File: src/verilog/ctsu_pkg.sv
// Constants, types and register map of the condition test and skip unit.
// ============================================================================
package ctsu_pkg;

  // ==========================================================================
  // Register map, byte addresses on the register bus.
  localparam logic [7:0] OFF_CMD = 8'h00;
  localparam logic [7:0] OFF_ACC = 8'h04;
  localparam logic [7:0] OFF_LONG = 8'h08;
  localparam logic [7:0] OFF_FAC = 8'h0c;
  localparam logic [7:0] OFF_GREG = 8'h10;
  localparam logic [7:0] OFF_HALF = 8'h14;
  localparam logic [7:0] OFF_MEM = 8'h18;
  localparam logic [7:0] OFF_INDEX = 8'h1c;
  localparam logic [7:0] OFF_FLAGS = 8'h20;
  localparam logic [7:0] OFF_PC = 8'h24;
  localparam logic [7:0] OFF_STATUS = 8'h28;

  // ==========================================================================
  // Field positions.
  localparam int unsigned FLAG_CARRY = 0;
  localparam int unsigned FLAG_MCHK = 1;
  localparam int unsigned FLAG_CCNEG = 2;
  localparam int unsigned FLAG_CCZERO = 3;
  localparam int unsigned ST_SKIP = 0;
  localparam int unsigned ST_FAULT = 1;
  localparam int unsigned ST_CNT = 2;
  localparam int unsigned CMD_W = 15;

  // ==========================================================================
  // Reset values and step sizes.
  localparam logic [31:0] RST_W32 = 32'h0000_0000;
  localparam logic [15:0] RST_W16 = 16'h0000;
  localparam logic [3:0] RST_W4 = 4'h0;
  localparam logic [15:0] ONE_W16 = 16'h0001;
  localparam logic [15:0] TWO_W16 = 16'h0002;

  // ==========================================================================
  // Enumerations.
  typedef enum logic [1:0] {MODE_S, MODE_R, MODE_V, MODE_I} ctsu_mode_t;
  typedef enum logic [2:0] {REL_EQ, REL_GE, REL_GT, REL_LE, REL_LT, REL_NE} ctsu_rel_t;
  typedef enum logic [4:0] {
    OP_LOAD_REG, OP_LOAD_CC, OP_LOAD_FAC, OP_LOAD_HALF, OP_LOAD_LONG,
    OP_LOAD_TRUE, OP_LOAD_FALSE, OP_CMP_MEM, OP_CMP_ZERO, OP_CMP_LONG,
    OP_DEC_INDEX, OP_INC_MEM, OP_INC_INDEX, OP_SKIP_BIT_CLR, OP_SKIP_BIT_SET,
    OP_SKIP_SIGN, OP_SKIP_LOW0, OP_SKIP_MC_CLR, OP_SKIP_MC_SET,
    OP_SKIP_C_CLR, OP_SKIP_C_SET, OP_FSKIP
  } ctsu_op_t;

  // ==========================================================================
  // Carriers.
  typedef struct packed {
    logic len2;
    ctsu_mode_t mode;
    logic [3:0] bitSel;
    ctsu_rel_t rel;
    ctsu_op_t op;
  } ctsu_cmd_t;

  typedef struct packed {
    logic psel;
    logic penable;
    logic pwrite;
    logic [7:0] paddr;
    logic [31:0] pwdata;
    logic [3:0] pstrb;
  } ctsu_apb_req_t;

  typedef struct packed {
    logic [31:0] prdata;
    logic pready;
    logic pslverr;
  } ctsu_apb_rsp_t;

endpackage : ctsu_pkg

File: src/verilog/condition_test_skip_unit.sv
// Condition test, logic-test load and skip unit behind an APB register slave.
`timescale 1ns/1ps
module condition_test_skip_unit (
  input wire logic clk,
  input wire logic srst,
  input wire ctsu_pkg::ctsu_apb_req_t apbReq,
  output ctsu_pkg::ctsu_apb_rsp_t apbRsp
);
  import ctsu_pkg::*;

  // ==========================================================================
  // Helpers.

  // True when the value's sign and zero flags satisfy the relation.
  function automatic logic relTest(input ctsu_rel_t rel, input logic neg, input logic zero);
    case (rel)
      REL_EQ: relTest = zero;
      REL_GE: relTest = !neg;
      REL_GT: relTest = !neg && !zero;
      REL_LE: relTest = neg || zero;
      REL_LT: relTest = neg;
      REL_NE: relTest = !zero;
      default: relTest = 1'b0;
    endcase
  endfunction : relTest

  // Three-way compare outcome to skip count: greater none, equal one, less two.
  function automatic logic [1:0] cmpSkip(input logic gt, input logic eq);
    cmpSkip = gt ? 2'd0 : (eq ? 2'd1 : 2'd2);
  endfunction : cmpSkip

  // Word-aligned address decode, shared by the write enable and the error answer.
  function automatic logic isMapped(input logic [7:0] addr);
    logic [7:0] a;
    a = {addr[7:2], 2'b00};
    isMapped = (a == OFF_CMD) || (a == OFF_ACC) || (a == OFF_LONG) || (a == OFF_FAC) ||
               (a == OFF_GREG) || (a == OFF_HALF) || (a == OFF_MEM) ||
               (a == OFF_INDEX) || (a == OFF_FLAGS) || (a == OFF_PC) ||
               (a == OFF_STATUS);
  endfunction : isMapped

  // Byte-strobe merge of write data into an old register value.
  function automatic logic [31:0] merge(input logic [31:0] old, input logic [31:0] wd,
                                        input logic [3:0] strb);
    merge = old;
    for (int b = 0; b < 4; b++) begin
      if (strb[b]) begin
        merge[b*8 +: 8] = wd[b*8 +: 8];
      end
    end
  endfunction : merge

  // Which instruction groups exist in which addressing mode.
  function automatic logic modeLegal(input ctsu_op_t op, input ctsu_mode_t mode);
    case (op)
      OP_LOAD_HALF: modeLegal = (mode == MODE_I);
      OP_FSKIP: modeLegal = (mode == MODE_R) || (mode == MODE_V);
      OP_CMP_LONG: modeLegal = (mode == MODE_V);
      OP_LOAD_REG, OP_LOAD_CC, OP_LOAD_FAC, OP_LOAD_TRUE, OP_LOAD_FALSE: modeLegal = 1'b1;
      default: modeLegal = (mode != MODE_I);
    endcase
  endfunction : modeLegal

  // ==========================================================================
  // State.
  logic [15:0] acc;
  logic [31:0] longAcc;
  logic [31:0] fac;
  logic [31:0] greg;
  logic [31:0] halfSrc;
  logic [31:0] mem;
  logic [15:0] index;
  logic [3:0] flags;
  logic [15:0] pc;
  logic [3:0] status;
  ctsu_cmd_t cmdReg;
  logic [31:0] prdata;
  logic [15:0] next_acc;
  logic [31:0] next_longAcc;
  logic [31:0] next_fac;
  logic [31:0] next_greg;
  logic [31:0] next_halfSrc;
  logic [31:0] next_mem;
  logic [15:0] next_index;
  logic [3:0] next_flags;
  logic [15:0] next_pc;
  logic [3:0] next_status;
  ctsu_cmd_t next_cmdReg;
  logic [31:0] next_prdata;

  // ==========================================================================
  // APB decode; the slave always answers in the first access cycle.
  logic setupPh;
  logic accessPh;
  logic mapped;
  logic wrEn;
  logic [7:0] wordAddr;
  logic exec;
  logic run;
  logic fault;
  ctsu_cmd_t cmdNew;

  assign setupPh = apbReq.psel && !apbReq.penable;
  assign accessPh = apbReq.psel && apbReq.penable;
  assign mapped = isMapped(apbReq.paddr);
  assign wordAddr = {apbReq.paddr[7:2], 2'b00};
  assign wrEn = accessPh && apbReq.pwrite && mapped;
  assign cmdNew = ctsu_cmd_t'(apbReq.pwdata[CMD_W-1:0]);
  assign exec = wrEn && (wordAddr == OFF_CMD);
  assign run = exec && modeLegal(cmdNew.op, cmdNew.mode);
  assign fault = exec && !modeLegal(cmdNew.op, cmdNew.mode);

  // Handshake is combinational; read data comes from a flop filled in setup.
  assign apbRsp = '{prdata: prdata, pready: accessPh, pslverr: accessPh && !mapped};

  // ==========================================================================
  // Operand views. Integer sign is the top bit of each word.
  logic accNeg;
  logic accZero;
  logic longNeg;
  logic longZero;
  logic facNeg;
  logic facZero;
  logic [15:0] halfSel;
  logic [15:0] memInc;
  logic [15:0] idxDec;
  logic [15:0] idxInc;
  logic [3:0] bitPos;

  assign accNeg = acc[15];
  assign accZero = (acc == RST_W16);
  assign longNeg = longAcc[31];
  assign longZero = (longAcc == RST_W32);
  // A floating value is zero when all bits below the sign are clear, so minus zero is zero.
  assign facNeg = fac[31] && (fac[30:0] != 31'h0);
  assign facZero = (fac[30:0] == 31'h0);
  assign halfSel = cmdNew.bitSel[0] ? halfSrc[31:16] : halfSrc[15:0];
  assign memInc = 16'(mem[15:0] + ONE_W16);
  assign idxDec = 16'(index - ONE_W16);
  assign idxInc = 16'(index + ONE_W16);
  // Bits are numbered 1 to 16 from the top; field value n picks bit n+1.
  assign bitPos = 4'(4'hf - cmdNew.bitSel);

  // ==========================================================================
  // Next-state: register writes from the bus, then instruction execution.
  always_comb begin
    logic [1:0] skipCnt;
    logic [15:0] step;
    skipCnt = 2'd0;
    step = RST_W16;
    next_acc = acc;
    next_longAcc = longAcc;
    next_fac = fac;
    next_greg = greg;
    next_halfSrc = halfSrc;
    next_mem = mem;
    next_index = index;
    next_flags = flags;
    next_pc = pc;
    next_status = status;
    next_cmdReg = cmdReg;
    next_prdata = prdata;
    if (setupPh && !apbReq.pwrite) begin
      case ({apbReq.paddr[7:2], 2'b00})
        OFF_CMD: next_prdata = {17'h0, cmdReg};
        OFF_ACC: next_prdata = {16'h0, acc};
        OFF_LONG: next_prdata = longAcc;
        OFF_FAC: next_prdata = fac;
        OFF_GREG: next_prdata = greg;
        OFF_HALF: next_prdata = halfSrc;
        OFF_MEM: next_prdata = mem;
        OFF_INDEX: next_prdata = {16'h0, index};
        OFF_FLAGS: next_prdata = {28'h0, flags};
        OFF_PC: next_prdata = {16'h0, pc};
        OFF_STATUS: next_prdata = {28'h0, status};
        default: next_prdata = RST_W32;
      endcase
    end
    if (wrEn) begin
      case (wordAddr)
        OFF_ACC: next_acc = 16'(merge({16'h0, acc}, apbReq.pwdata, apbReq.pstrb));
        OFF_LONG: next_longAcc = merge(longAcc, apbReq.pwdata, apbReq.pstrb);
        OFF_FAC: next_fac = merge(fac, apbReq.pwdata, apbReq.pstrb);
        OFF_GREG: next_greg = merge(greg, apbReq.pwdata, apbReq.pstrb);
        OFF_HALF: next_halfSrc = merge(halfSrc, apbReq.pwdata, apbReq.pstrb);
        OFF_MEM: next_mem = merge(mem, apbReq.pwdata, apbReq.pstrb);
        OFF_INDEX: next_index = 16'(merge({16'h0, index}, apbReq.pwdata, apbReq.pstrb));
        OFF_FLAGS: next_flags = 4'(merge({28'h0, flags}, apbReq.pwdata, apbReq.pstrb));
        OFF_PC: next_pc = 16'(merge({16'h0, pc}, apbReq.pwdata, apbReq.pstrb));
        OFF_CMD: next_cmdReg = cmdNew;
        default: next_cmdReg = cmdReg;
      endcase
    end
    // An instruction not present in the chosen mode does nothing but flag a fault.
    if (fault) begin
      next_status = 4'(1 << ST_FAULT);
    end
    if (run) begin
      case (cmdNew.op)
        OP_LOAD_REG: next_acc = {15'h0, relTest(cmdNew.rel, accNeg, accZero)};
        OP_LOAD_CC: begin
          next_acc = {15'h0, relTest(cmdNew.rel, flags[FLAG_CCNEG], flags[FLAG_CCZERO])};
        end
        OP_LOAD_FAC: next_acc = {15'h0, relTest(cmdNew.rel, facNeg, facZero)};
        OP_LOAD_HALF: begin
          next_greg = {31'h0, relTest(cmdNew.rel, halfSel[15], halfSel == RST_W16)};
        end
        OP_LOAD_LONG: next_acc = {15'h0, relTest(cmdNew.rel, longNeg, longZero)};
        OP_LOAD_TRUE: next_acc = ONE_W16;
        OP_LOAD_FALSE: next_acc = RST_W16;
        OP_CMP_MEM: begin
          skipCnt = cmpSkip($signed(acc) > $signed(mem[15:0]), acc == mem[15:0]);
        end
        OP_CMP_ZERO: skipCnt = cmpSkip(!accNeg && !accZero, accZero);
        OP_CMP_LONG: begin
          skipCnt = cmpSkip($signed(longAcc) > $signed(mem), longAcc == mem);
        end
        OP_DEC_INDEX: begin
          next_index = idxDec;
          skipCnt = {1'b0, idxDec == RST_W16};
        end
        OP_INC_MEM: begin
          next_mem = {mem[31:16], memInc};
          skipCnt = {1'b0, memInc == RST_W16};
        end
        OP_INC_INDEX: begin
          next_index = idxInc;
          skipCnt = {1'b0, idxInc == RST_W16};
        end
        OP_SKIP_BIT_CLR: skipCnt = {1'b0, !acc[bitPos]};
        OP_SKIP_BIT_SET: skipCnt = {1'b0, acc[bitPos]};
        OP_SKIP_SIGN: skipCnt = {1'b0, relTest(cmdNew.rel, accNeg, accZero)};
        OP_SKIP_LOW0: skipCnt = {1'b0, !acc[0]};
        OP_SKIP_MC_CLR: skipCnt = {1'b0, !flags[FLAG_MCHK]};
        OP_SKIP_MC_SET: skipCnt = {1'b0, flags[FLAG_MCHK]};
        OP_SKIP_C_CLR: skipCnt = {1'b0, !flags[FLAG_CARRY]};
        OP_SKIP_C_SET: skipCnt = {1'b0, flags[FLAG_CARRY]};
        // The relation field selects greater, greater-or-equal, less-or-equal, minus, zero or non-zero.
        OP_FSKIP: skipCnt = {1'b0, relTest(cmdNew.rel, facNeg, facZero)};
        default: skipCnt = 2'd0;
      endcase
      // Normal sequencing steps over the instruction; a skip adds whole words on top.
      step = cmdNew.len2 ? TWO_W16 : ONE_W16;
      next_pc = 16'(pc + step + {14'h0, skipCnt});
      next_status = {skipCnt, 1'b0, skipCnt != 2'd0};
    end
  end

  // Register everything; reset clears all state.
  always_ff @(posedge clk) begin
    if (srst) begin
      acc <= RST_W16;
      longAcc <= RST_W32;
      fac <= RST_W32;
      greg <= RST_W32;
      halfSrc <= RST_W32;
      mem <= RST_W32;
      index <= RST_W16;
      flags <= RST_W4;
      pc <= RST_W16;
      status <= RST_W4;
      cmdReg <= ctsu_cmd_t'(15'h0000);
      prdata <= RST_W32;
    end else begin
      acc <= next_acc;
      longAcc <= next_longAcc;
      fac <= next_fac;
      greg <= next_greg;
      halfSrc <= next_halfSrc;
      mem <= next_mem;
      index <= next_index;
      flags <= next_flags;
      pc <= next_pc;
      status <= next_status;
      cmdReg <= next_cmdReg;
      prdata <= next_prdata;
    end
  end
endmodule : condition_test_skip_unit

File: config.mk
export PLATFORM = sky130hd
export DESIGN_NAME = condition_test_skip_unit
export DESIGN_NICKNAME = d
export VERILOG_FILES = /design/src/verilog/ctsu_pkg.sv /design/src/verilog/condition_test_skip_unit.sv
export SDC_FILE = /design/constraint.sdc
export NUM_CORES = 1
export LEC_CHECK = 0
export ABC_CLOCK_PERIOD_IN_PS = 11030
export BUFFER_PORTS_ARGS = -buffer_cell sky130_fd_sc_hd__buf_4
export CORE_MARGIN = 1.5
export CORE_UTILIZATION = 51
export DETAILED_ROUTE_END_ITERATION = 8
export PLACE_DENSITY = 0.74
export SLEW_MARGIN = 15
export SYNTH_ARGS = -nofsm -noshare
export SYNTH_HDL_FRONTEND = slang
export SYNTH_SLANG_ARGS = --single-unit
File: constraint.sdc
create_clock -name clk -period 11.03 [get_ports clk]
set_input_delay 0.5515 -clock clk [delete_from_list [all_inputs] [get_ports clk]]
set_output_delay 0.5515 -clock clk [all_outputs]
set_load 0.02 [all_outputs]
After elaboration in Yosys (flattened, before gate mapping)
Cells that the tools add are included.
- register bits after elaboration: 263
- input port bits: 49
- output and inout bits: 34
- logic and storage cells: 219
- add/sub/neg operators: 6
- magnitude comparators: 3
- eq/ne operators: 43
- mux-type cells: 54
- reductions and logical operators: 85
- operators by type and width (kind ; count):
    one-hot mux 32 bit (11 select lines) ; 1
    two-way mux 32 bit ; 8
    two-way mux 16 bit ; 10
    two-way mux 8 bit ; 14
    one-hot mux 16 bit (6 select lines) ; 1
    zero test 16 bit ; 5
    AND reduction 3 bit ; 15
    equality test 5 x 4 -> 1 bit, second input constant ; 8
    adder 16 x 1 -> 16 bit, second input constant ; 2
    adder 16 x 2 -> 16 bit ; 2
    equality test 32 bit ; 1
    greater-than comparator 32 bit ; 1
    zero test 32 bit ; 1
    one-hot mux 16 bit (2 select lines) ; 1
    zero test 31 bit ; 1
    nonzero test 31 bit ; 1
    equality test 5 bit, second input constant ; 6
    one-hot mux 1 bit (6 select lines) ; 5
    one-hot mux 2 bit (15 select lines) ; 1
    equality test 6 x 3 -> 1 bit, second input constant ; 4
    equality test 5 x 3 -> 1 bit, second input constant ; 4
    equality test 6 x 4 -> 1 bit, second input constant ; 3
    zero test 1 bit ; 18
    equality test 16 bit ; 1
    other kinds (29) ; 77

Logic depth before layout (Yosys ltp)
- word-level depth: 17
- mapped depth: 23
- mapped depth without buffers: 20

Least setup slack after synthesis
OpenSTA, ideal clock, no wires.
- path kind: reg2reg
- from: register index[0]
- to: register pc[15]
- setup time: 128 ps
- data arrival time: 4314 ps
- required time: 10902 ps
- slack: 6589 ps
- cell stages (with the launch flop): 24
- path buffers: 3
- period minus slack after synthesis: 4441 ps
- cells stage by stage: dfxtp_1 > clkbuf_1 > inv_1 > ha_1 > clkbuf_1 > or4b_1 > clkbuf_1 > xnor2_1 > o31a_1 > a221oi_1 > a211oi_1 > nand2_1 > nor3_1 > inv_1 > fa_1 > ha_1 > fa_1 > and3_1 > nand2_1 > nor3_1 > and3_1 > nor3b_1 > a221oi_1 > nor2_1
- longest elaborated chain between the ends: 6
- elaborated cells between the ends (all ways): 8
- classes of those cells: add/sub (3); mux (3); reduce/logical (2)
- ends and longest elaborated chain (item ; line ; RTL):
    start: declaration ; condition_test_skip_unit.sv:72 ; logic [15:0] index;
    start signal: assignment ; condition_test_skip_unit.sv:271 ; index <= next_index;
    adder 16 x 1 -> 16 bit or subtractor 16 x 1 -> 16 bit (tied branches) ; condition_test_skip_unit.sv:140, condition_test_skip_unit.sv:139 ;
    zero test 16 bit, on equally long branches ; condition_test_skip_unit.sv:228, condition_test_skip_unit.sv:220 ;
    one-hot mux 2 bit (15 select lines) * ; condition_test_skip_unit.sv:199 ; case (cmdNew.op)
    two-way mux 2 bit * ; condition_test_skip_unit.sv:198 ; if (run) begin
    adder 16 x 2 -> 16 bit * ; condition_test_skip_unit.sv:244 ; next_pc = 16'(pc + step + {14'h0, skipCnt});
    two-way mux 16 bit * ; condition_test_skip_unit.sv:198 ;
    end signal: assignment ; condition_test_skip_unit.sv:273 ; pc <= next_pc;
    end: declaration ; condition_test_skip_unit.sv:74 ; logic [15:0] pc;
Mark *: on every way between the ends. The rest lies on a longest branch, timed or not. The select of a mux whose other input is x is not followed.
A chain may end at the register's enable or synchronous reset.

Worst setup path after layout
- from: register mem[15]
- to: register pc[14]
- longest elaborated chain between the ends: 7
- elaborated cells between the ends (all ways): 14
- classes of those cells: add/sub (2); order compare (2); eq/ne (2); mux (7); reduce/logical (1)
- ends and longest elaborated chain (item ; line ; RTL):
    start: declaration ; condition_test_skip_unit.sv:71 ; logic [31:0] mem;
    start signal: assignment ; condition_test_skip_unit.sv:270 ; mem <= next_mem;
    parallel branches: the longest is 3 deep, another holds adder 16 x 1 -> 16 bit ; -- ;
    one-hot mux 2 bit (15 select lines) * ; condition_test_skip_unit.sv:199 ;
    two-way mux 2 bit * ; condition_test_skip_unit.sv:198 ;
    adder 16 x 2 -> 16 bit * ; condition_test_skip_unit.sv:244 ;
    two-way mux 16 bit * ; condition_test_skip_unit.sv:198 ;
Every way passes the cells marked *. The select of a mux whose other input is x is not followed.

==> results.cfg <==
[logic_synthesis]
seq_area_frac_synth = 0.3368
synthTopCellsByArea = dfxtp_1, mux2i_1, nor2_1, a21oi_1, nand2_1
async_flop_share = 0
ys_ff_latch = 263
synth.avg_cell_area_um2 = 7.947
synth.most_common_cell = dfxtp_1
syn-num-nets = 2075
synth_edf_count = 0
syn_area_um2 = 15630
ys_top_cells_by_count = dfxtp_1, nor2_1, nand2_1
yosys_warnings = 0
synth.largest_area_cell = dfxtp_1
synthCells = 1967
ys.flop_type = dfxtp_1
yosysUniqueCellTypes = 83
synth_top_cell_area_share = 0.3368

[critical_path]
critical_path_class = flip-flop to flip-flop
ff2ff_setup_slack_ns = 5.27
r2r_start = mem[15]$_SDFF_PP0_
critPathArrivalTime_ns = 6.20
reg2regPathDepth = 19
timing.rr.end = pc[14]$_SDFFE_PP0P_
cp_data_required_time_ns = 11.48
worstSetupEndpointType = flip-flop
start_kind = flip-flop
endpoint = pc[14]$_SDFFE_PP0P_
critical_path.max_fanout = 5
crit_start = mem[15]$_SDFF_PP0_

[finish]
area_growth_pct = 11.00
multi_input_area_um2 = 9598
fillers = 2665
fin_nets = 2056
drive_gt1_frac = 0.1086
regArea_um2 = 5265

[clock_tree]
insertion_delay_ns = 0.57
cts_tree = built
cts.sinks = 263
ctsHoldBuffers = 0
cts-resized-gates = 0
postCtsSetupRepairBufs = 0
htreeDepth = 1
cts_buffers = 29
clock_tree.root_cell = clkbuf_16
clk_pin_slew_ns = 0.06
clockBufferDepth = 3

[pwr]
power.share.clock = 0.486
power_per_cell_area_nw_per_um2 = 126.8
pwr-share-seq = 0.436
power_frac_comb = 0.078
ir_drop_v = 0.0001404
power.switching_uw = 559.7
p_int_mw = 1.640
switching_share = 0.2545
power_leakage_nw = 5.924

[floorplanning]
core_um2 = 29870
initial_core_util = 0.5232
die_x_um = 178.1
fp.dieH_um = 178.1
dieArea_um2 = 31710
fp-row-count = 63
pin_count = 83

[placed_design]
hpwl_um = 37770
portBuffers = 80
gp_congestion = 1.018

[global_routing]
grt_overflow = 0
grt_pass1_wl_um = 85130
grt_max_degree = 127
grt_usage = 0.3473
antenna_found_initial = 2
grt_pass1_vias = 14540

[routing]
vias_per_cell = 6.682
ant_nets = 0
post-route-drc-count = 0
drt_iter0_drc = 2123
dr.pass1.iters = 7
detail_route.wirelength_um = 55440
via_count = 15780
wire_per_inst_um = 23.47

[run]
cap_violations = 0

[sta]
holdWs_ns = 0.2676
fin_tns_setup_ns = 0
skew_ns = 0.01357
min_period_ns = 5.757
rsz0062_at_grt = false
hold_viol = 0
worst_slew_margin_rel = 0.3000
report.final.slew_viol_count = 0
setup_viol = 0
fin_crit_sh = 0.5219
tightestPinTransition_ns = 1.050
fmax_mhz = 173.7

[status]
status = finished clean

[worst_hold_path]
hold_class = primary input to flip-flop
hold_start = apbReq[34]
-- placed cells by master, fill, tap and decap left out, types with 41 or more instances in the layout --
| master | Yosys | routed |
|---|---|---|
| dfxtp_1 | 263 | 263 |
| inv_1 | 57 | 57 |
| nand2_1 | 243 | 243 |
| nor3_1 | 42 | 42 |
| mux2i_1 | 138 | 138 |
| buf_4 | 2 | 97 |
| nor2_1 | 255 | 255 |
| ha_1 | 56 | 56 |
| nor4_1 | 42 | 41 |
| a21oi_1 | 185 | 185 |
| o21ai_0 | 117 | 117 |
-- state kept, by name, summed over array words and instances (netlist names) --
name / cells
fac: 32
greg: 32
halfSrc: 32
longAcc: 32
mem: 32
prdata: 32
acc: 16
index: 16
pc: 16
cmdReg: 15
flags: 4
status: 4
-- logic make-up after synthesis --
family / Yosys count / share of synthesized area
buffers and inverters: 205 / 0.05043
and+or+nand+nor: 759 / 0.2272
xor gates and xnor gates: 12 / 0.006724
AOI/OAI and AO/OA: 502 / 0.2015
adders and majority gates: 59 / 0.04867
DFF: 263 / 0.3368
muxes: 167 / 0.1287
-- layout make-up --
type | count | share of cell area
Timing Repair Buffer | 98 | 0.04262
Sequential cell | 263 | 0.3035
Antenna cell | 1 | 0.0001442
Multi-Input combinational cell | 1499 | 0.5532
Clock buffer | 36 | 0.04622
Tap cell | 390 | 0.02812
Clock inverter | 18 | 0.01392
Inverter | 57 | 0.01233
-- power by group through the flow --
stage	registers (mW)	clock network [mW]	logic [mW]
detailed placement	0.979	0	0.166
global route	0.958	1.11	0.180
floorplan	0.981	0	0.0992
CTS	0.958	1.07	0.166
finish	0.958	1.07	0.172
global placement	0.979	0	0.163
-- layer usage --
metal,routed length [um],track usage
met1,21990,0.4760
met2,23900,0.5212
met3,6465,0.06543
met4,3073,0.1733
met5,13,0
-- how the worst min path moves through the flow --
stage | to | slack, ns | depth (start not counted)
2_1_floorplan | cmdReg[0]$_SDFFE_PP0P_ | 0.43 | 2
4_1_cts | fac[29]$_SDFFE_PP0P_ | 0.26 | 3
3_5_place_dp | status[1]$_SDFFE_PP0P_ | 0.45 | 2
5_1_grt | fac[29]$_SDFFE_PP0P_ | 0.27 | 3
6_report | halfSrc[30]$_SDFFE_PP0P_ | 0.27 | 3
3_3_place_gp | cmdReg[10]$_SDFFE_PP0P_ | 0.44 | 2
-- critical path: stages, from the launching register on --
cell and delay, ns:
dfxtp_1 0.55, inv_1 0.19, ha_1 0.35, nand4_1 0.18, nor3_1 0.11, a21boi_0 0.14
o41ai_1 0.66, a211oi_1 0.19, a211oi_1 0.89, fa_1 0.56, inv_1 0.07, ha_1 0.18
a21oi_1 0.10, and4b_1 0.31, and3_1 0.21, and3_1 0.22, nand2_1 0.11, nor3_1 0.21
nor3_1 0.06, a2111oi_1 0.35
-- per-stage QoR --
step           cells    util  setup slack (ns)  total power [mW]  area (um2)
2_1_floorplan   1967       -             6.589             1.080       15630
6_report        2362  0.5808             5.273             2.199       17350
5_1_grt         2361  0.5807             4.983             2.245       17350
4_1_cts         2361  0.5807             5.481             2.198       17350
3_3_place_gp    2307  0.5458             5.731             1.142       16300
3_5_place_dp    2307  0.5458             5.537             1.145       16300
Power figures use the tool's default switching activity.
